**src/hdl/shp_params.svh**
```systemverilog
// shp_params.svh - constants of the sram-like host port
// assumes: included by the package and the bench files by bare name
`ifndef SHP_PARAMS_SVH
`define SHP_PARAMS_SVH
`define SHP_HW          16
`define SHP_WW          32
`define SHP_AW          7
`define SHP_NREG        32
`define SHP_IDX_W       5
`define SHP_QSEL_HI     6
`define SHP_QSEL_LO     2
`define SHP_IRQ_CFG_IDX 5'h15
`define SHP_IRQ_STS_IDX 5'h16
`define SHP_IRQ_EN_IDX  5'h17
`define SHP_IRQ_POL_BIT 4
`define SHP_IRQ_OD_BIT  0
`define SHP_IRQ_SRC_W   8
`define SHP_IRQ_SRC_OFS 0
`endif

```
**src/hdl/shp_pkg.sv**
```systemverilog
// shp_pkg.sv - types shared by the host port files
// assumes: shp_params.svh is on the include path
`include "shp_params.svh"
package shp_pkg;
    typedef struct packed {
        logic                 cs_n;
        logic                 rd_n;
        logic                 wr_n;
        logic                 qsel;
        logic [`SHP_AW-1:0]   addr;
        logic [`SHP_HW-1:0]   data;
    } shp_bus_t;

    typedef enum logic [2:0] {
        SHP_IDLE = 3'h1,
        SHP_RD   = 3'h2,
        SHP_WR   = 3'h4
    } shp_state_t;

    typedef struct packed {
        shp_state_t           st;
        logic                 armed;
        logic                 asleep;
        logic [`SHP_HW-1:0]   rd_data;
        logic                 drv_en;
        logic [`SHP_HW-1:0]   lo_half;
        logic                 irq;
        logic                 irq_oe;
        logic                 we;
        logic                 rqpush;
        logic                 txpush;
        logic [`SHP_IDX_W-1:0] widx;
        logic [`SHP_WW-1:0]   wdata;
        logic                 wake;
    } shp_top_t;
endpackage : shp_pkg

```
**src/hdl/shp_regfile.sv**
```systemverilog
// shp_regfile.sv - 32-word register memory, registered read data
// assumes: single clock, one write and one read port
module shp_regfile
    import shp_pkg::*;
(
    input  wire logic                  clock_i,
    input  wire logic                  rst_b_i,
    input  wire logic                  we_i,
    input  wire logic [`SHP_IDX_W-1:0] widx_i,
    input  wire logic [`SHP_WW-1:0]    wdata_i,
    input  wire logic [`SHP_IDX_W-1:0] ridx_i,
    output logic      [`SHP_WW-1:0]    rdata_o
);
    logic [`SHP_WW-1:0] mem_q [`SHP_NREG];

    // storage cells, one per word
    genvar g;
    for (g = 0; g < `SHP_NREG; g++) begin : g_word
        always_ff @(posedge clock_i or negedge rst_b_i) begin
            if (!rst_b_i) begin
                mem_q[g] <= '0;
            end else if (we_i && widx_i == `SHP_IDX_W'(g)) begin
                mem_q[g] <= wdata_i;
            end
        end
    end

    // registered read so the port sees a flip-flop
    always_ff @(posedge clock_i or negedge rst_b_i) begin
        if (!rst_b_i) begin
            rdata_o <= '0;
        end else begin
            rdata_o <= mem_q[ridx_i];
        end
    end
endmodule : shp_regfile

```
**src/hdl/shp_host_port.sv**
```systemverilog
// shp_host_port.sv - sram-like 16-bit host port of a network controller
// assumes: host pins are asynchronous and synchronised here; queue
// words leave on one-cycle pulses toward the core; sources are levels.
module shp_host_port
    import shp_pkg::*;
(
    input  wire logic                     clock_i,
    input  wire logic                     rst_b_i,
    input  wire logic                     port_select_n_i,
    input  wire logic                     read_strobe_n_i,
    input  wire logic                     write_strobe_n_i,
    input  wire logic                     queue_select_i,
    input  wire logic [`SHP_AW-1:0]       addr_i,
    input  wire logic [`SHP_HW-1:0]       data_i,
    output logic      [`SHP_HW-1:0]       data_o,
    output logic                          data_oe_o,
    input  wire logic                     sleep_req_i,
    input  wire logic [`SHP_WW-1:0]       rx_word_i,
    input  wire logic [`SHP_IRQ_SRC_W-1:0] irq_src_i,
    output logic                          rx_pop_o,
    output logic                          tx_push_o,
    output logic      [`SHP_WW-1:0]       tx_word_o,
    output logic                          wake_o,
    output logic                          asleep_o,
    output logic                          irq_o,
    output logic                          irq_oe_o
);
    shp_bus_t           s1_q, s2_q;    // two-stage pin synchroniser
    shp_top_t           st_q, st_d;
    logic [`SHP_WW-1:0] rf_rdata;
    logic [`SHP_WW-1:0] cfg_w, en_w;
    logic [`SHP_IDX_W-1:0] ridx;
    logic               hi_half, is_q, cyc_rd, cyc_wr, act;
    logic [`SHP_IRQ_SRC_W-1:0] hits;

    // pins pass two flops before any logic reads them
    always_ff @(posedge clock_i or negedge rst_b_i) begin
        if (!rst_b_i) begin
            s1_q <= '{cs_n: 1'b1, rd_n: 1'b1, wr_n: 1'b1, default: '0};
            s2_q <= '{cs_n: 1'b1, rd_n: 1'b1, wr_n: 1'b1, default: '0};
        end else begin
            s1_q <= '{port_select_n_i, read_strobe_n_i, write_strobe_n_i,
                      queue_select_i, addr_i, data_i};
            s2_q <= s1_q;
        end
    end

    // decode: qsel forces the queue port and drops the upper bits
    always_comb begin
        is_q    = s2_q.qsel;
        hi_half = s2_q.addr[0];
        ridx    = is_q ? '0
                       : s2_q.addr[`SHP_IDX_W:1];
        cyc_rd  = !s2_q.cs_n && !s2_q.rd_n;
        cyc_wr  = !s2_q.cs_n && !s2_q.wr_n;
        act     = cyc_rd || cyc_wr;
    end

    // irq config words live in the register memory, sampled via a copy
    always_ff @(posedge clock_i or negedge rst_b_i) begin
        if (!rst_b_i) begin
            cfg_w <= '0;
            en_w  <= '0;
        end else begin
            if (st_q.we && st_q.widx == `SHP_IRQ_CFG_IDX) begin
                cfg_w <= st_q.wdata;
            end
            if (st_q.we && st_q.widx == `SHP_IRQ_EN_IDX) begin
                en_w <= st_q.wdata;
            end
        end
    end

    assign hits = irq_src_i
                  & en_w[`SHP_IRQ_SRC_OFS +: `SHP_IRQ_SRC_W];

    // one always_comb builds the whole next state
    always_comb begin
        logic [`SHP_HW-1:0] rd_half;
        logic               irq_act;
        irq_act     = |hits;
        rd_half     = '0;
        st_d        = st_q;
        st_d.we     = 1'b0;
        st_d.rqpush = 1'b0;
        st_d.txpush = 1'b0;
        st_d.wake   = 1'b0;
        rd_half = hi_half ? (is_q ? rx_word_i[`SHP_WW-1:`SHP_HW]
                                  : rf_rdata[`SHP_WW-1:`SHP_HW])
                          : (is_q ? rx_word_i[`SHP_HW-1:0]
                                  : rf_rdata[`SHP_HW-1:0]);
        if (sleep_req_i && !st_q.asleep) begin
            st_d.asleep = 1'b1;
            st_d.armed  = 1'b0;
        end
        case (st_q.st)
            SHP_IDLE: begin
                if (cyc_rd) begin
                    st_d.st = SHP_RD;
                end else if (cyc_wr) begin
                    st_d.st = SHP_WR;
                    if (st_q.asleep) begin
                        st_d.asleep = 1'b0;
                        st_d.wake   = 1'b1;
                        st_d.armed  = 1'b0;
                    end else if (st_q.armed) begin
                        if (!hi_half) begin
                            st_d.lo_half = s2_q.data;
                        end else begin
                            st_d.wdata = {s2_q.data, st_q.lo_half};
                            st_d.widx  = ridx;
                            st_d.txpush = is_q;
                            st_d.we    = !is_q;
                        end
                    end
                end
            end
            SHP_RD: begin
                st_d.rd_data = rd_half;
                st_d.drv_en  = cyc_rd;
                if (!cyc_rd) begin
                    st_d.st = SHP_IDLE;
                    st_d.armed  = !st_q.asleep;
                    st_d.rqpush = is_q && hi_half;
                end
            end
            SHP_WR: begin
                if (!act) begin
                    st_d.st = SHP_IDLE;
                end
            end
            default: begin
                st_d.st = SHP_IDLE;
            end
        endcase
        if (!cyc_rd) begin
            st_d.drv_en = 1'b0;
        end
        // polarity and open-drain from software config
        st_d.irq    = cfg_w[`SHP_IRQ_POL_BIT] ? irq_act : !irq_act;
        st_d.irq_oe = cfg_w[`SHP_IRQ_OD_BIT] ? irq_act : 1'b1;
    end

    // state register: all outputs come straight from here
    always_ff @(posedge clock_i or negedge rst_b_i) begin
        if (!rst_b_i) begin
            st_q <= '{st: SHP_IDLE, irq: 1'b0, irq_oe: 1'b1,
                      default: '0};
        end else begin
            st_q <= st_d;
        end
    end

    shp_regfile u_regs (
        .clock_i (clock_i),
        .rst_b_i (rst_b_i),
        .we_i    (st_q.we),
        .widx_i  (st_q.widx),
        .wdata_i (st_q.wdata),
        .ridx_i  (ridx),
        .rdata_o (rf_rdata)
    );

    assign data_o    = st_q.rd_data;
    assign data_oe_o = st_q.drv_en;
    assign rx_pop_o  = st_q.rqpush;
    assign tx_push_o = st_q.txpush;
    assign tx_word_o = st_q.wdata;
    assign wake_o    = st_q.wake;
    assign asleep_o  = st_q.asleep;
    assign irq_o     = st_q.irq;
    assign irq_oe_o  = st_q.irq_oe;
endmodule : shp_host_port

```
**config.mk**
```make
export PLATFORM = sky130hd
export DESIGN_NAME = shp_host_port
export DESIGN_NICKNAME = d
export VERILOG_FILES = /design/src/hdl/shp_pkg.sv /design/src/hdl/shp_regfile.sv /design/src/hdl/shp_host_port.sv
export VERILOG_INCLUDE_DIRS = /design/src /design/src/hdl
export SDC_FILE = /design/constraint.sdc
export NUM_CORES = 2
export LEC_CHECK = 0
export BUFFER_PORTS_ARGS = -buffer_cell sky130_fd_sc_hd__buf_2
export CORE_ASPECT_RATIO = 0.6
export CORE_MARGIN = 8
export CORE_UTILIZATION = 45
export CTS_CLUSTER_DIAMETER = 200
export DETAILED_ROUTE_END_ITERATION = 6
export PLACE_DENSITY = 0.68
export SYNTH_ARGS = -nofsm -noshare
export SYNTH_HDL_FRONTEND = slang
export SYNTH_SLANG_ARGS = --single-unit
```
**constraint.sdc**
```tcl
create_clock -name clock_i -period 2.8 [get_ports clock_i]
set_clock_uncertainty 0.05 [all_clocks]
set_input_delay 0.42 -clock clock_i [delete_from_list [all_inputs] [get_ports clock_i]]
set_output_delay 0.42 -clock clock_i [all_outputs]
set_load 0.02 [all_outputs]
```
==> impl_metrics.toml <==
[hold_path]
hold_path_depth = 3
worst_hold_path_type = "primary input to flop"
worst_hold_startpoint = "rx_word_i[1]"
holdPathEnd = "data_o[1]"

[worst_setup_path]
r2r-start = "is_q"
startpoint_type = "flop"
slowest_stage = "dfrtp_1"
crit_type = "flop to output port"
arrival_ns = 2.27
r2r_cells = 7
cp_cell_sequence = "buf_2"
cp_num_buf_inv = 1
crit_required_ns = 2.33
timing.rr.end = "u_regs.rdata_o[19]"
cp-end-kind = "output port"
crit_fanout = 34
critPathTopFamily = "flip-flops"
max_stage_delay_ns = 1.20
reg2reg_setup_slack_ns = 0.07

[floorplan]
initial_core_util = 0.453
die_w_um = 463
die_h_um = 284
top_level_ports = 125
coreArea_mm2 = 0.119
rows = 98
dieArea_mm2 = 0.132

[clocking]
cts_max_level = 3
clock_latency_ns = 0.73
clock_sink_count = 1189
cts_root_buf = "clkbuf_16"
cts_made_buffers = 108
path_clk_slew_ns = 0.07
clockBufferDepth = 3
cts_tree = "yes"

[synth]
synth_area_leader_cell = "dfrtp_1"
synth_edf_count = 0
syn_inst = 3915
syn_area_per_cell_um2 = 13.8
yosysMostFrequentCell = "dfrtp_1"
synthTopCellsByArea = "dfrtp_1 55%, mux2_2 24%, mux4_2 4.6%"
yosysWarnings = 0
synth_flop_cell = "dfrtp_1"
ys_top_cells_by_count = "1181 x dfrtp_1, 1148 x mux2_2, 188 x clkbuf_1"
syn-num-nets = 3985
synth.yosys.seq_area_share = 0.551
synth_seq_cells = 1189
synth_cell_type_count = 56
synth_top_area_share = 0.548
syn_area_mm2 = 0.0540
async_reset_ff_frac = 1.00

[drt]
vias = 34500
drt_iter0_drc = 3602
wl_per_cell_um = 28.6
wirelength_um = 163000
via_per_inst = 6.03
drc_errors = 0
dr.pass1.iters = 5
ant_nets = 0

[sta]
fin_crit_sh = 0.978
max_freq_mhz = 365
tns_ns = 0
tightest_slew_ns = 1.29
min_period_ns = 2.74
finalSetupViolCount = 0
rsz0062_at_grt = "no"
maxSlewHeadroom = 0.138
slew_viol_final = 0
report.final.hold_viol_count = 0

[power_and_ir_drop]
p_per_area_mw_per_mm2 = 578
vdd_drop_max_v = 0.000471
power.leakage_nw = 29.7

[global_route]
grt_pass1_wl_um = 244000
grt_usage = 0.244
grt_overflow = 0
antenna_found_initial = 12
grt_pass1_vias = 35100
grt_max_degree = 132

[finish]
fillers = 9946
fin_area_mm2 = 0.0616
areaGrowthSynthToFinish_pct = 14.1
num-nets-final = 4080
drive_above_1_share = 0.464

[placement]
io_buffers = 123
dp_hpwl_um = 103000
placed_area_mm2 = 0.0575
gp_congestion = 0.845

[status]
status = "complete, no violations"

[job]
maxCapViolCount = 0
per-stage QoR:
step / std cells / hold WS, ns / utilization / setup slack, ns / total power, mW
3_3_place_gp: 5467 / 0.251 / 0.483 / 0.190 / 20.2
6_report: 5719 / 0.106 / 0.517 / 0.0609 / 35.6
2_1_floorplan: 3915 / 0.0744 / - / 0.786 / 19.0
4_1_cts: 5695 / 0.0604 / 0.517 / 0.0228 / 35.8
3_5_place_dp: 5467 / 0.251 / 0.483 / 0.206 / 20.2
5_1_grt: 5697 / 0.0874 / 0.517 / 0.00485 / 36.7
final cells by class:
cell class                      instances  area [um2]  share of cell area
Tap cell                             1600        2000              0.0325
Inverter                               34         128             0.00207
Clock inverter                         44         546             0.00886
Timing Repair Buffer                  404        3640              0.0591
Sequential cell                      1189       29800               0.484
Antenna cell                           22        55.1            0.000894
Multi-Input combinational cell       2273       22300               0.362
Clock buffer                          153        3150              0.0512
report_power, final:
group / switching, mW / total, mW / internal, mW
registers: 0.214 / 17.6 / 17.4
clock network: 6.75 / 15.6 / 8.86
logic: 1.57 / 2.36 / 0.793
total: 8.53 / 35.6 / 27.0
worst max path at each step:
stage,startpoint,to,slack [ns],cells after the start
after floorplan,is_q,data_o[4],0.79,5
after CTS,tx_word_o[29],tx_word_o[29],0.02,1
after global placement,is_q,u_regs.rdata_o[30],0.19,8
after global routing,tx_word_o[5],tx_word_o[5],0.005,1
final,tx_word_o[24],tx_word_o[24],0.06,1
after detailed placement,is_q,u_regs.rdata_o[30],0.21,8
timing repair:
item | 4_1_cts | 5_1_grt
hold buffers | 31 | 0
setup buffers | 0 | 2
setup endpoints to repair | 0 | 3
hold endpoints to repair | 533 | 0
gates resized for setup | 0 | 3
per-layer routing:
metal	wire (um)	vias up	GRT usage
li1	-	14300	-
met1	74900	18400	0.370
met2	67200	1482	0.336
met3	16600	267	0.0721
met4	4700	4	0.0669
met5	27	-	0
cells in the final DEF (no fill, tap or decap), drive strengths merged, types with 30 or more instances in the layout:
master,n
o21ai,130
mux2i,98
dlygate4sd3,31
mux4,111
o221ai,32
nor2,56
a32o,30
a21oi,96
inv,37
or3,32
nor2b,104
a221oi,64
dfrtp,1181
buf,373
nand2b,41
o22ai,32
nand2,178
a32oi,31
clkbuf,153
mux2,1182
registers in the layout (all words and copies together), names as in the netlist, 16 cells and up:
register,cells
s1_q,26
s2_q,24
u_regs.mem_q,1024
data_o,16
tx_word_o,32
u_regs.rdata_o,32
st_q,26
logic make-up (layout without fill, tap and decap cells):
family,Yosys count,after routing,synth area share
multiplexers,1391,1391,0.313
flip-flops,1189,1189,0.551
buffers and inverters,453,635,0.0398
AND/OR/NAND/NOR,443,443,0.0413
AO/OA/AOI/OAI,436,436,0.0538
XOR/XNOR,3,3,0.000487
other,0,22,0
Note: power is estimated with default switching activity, not from simulation.
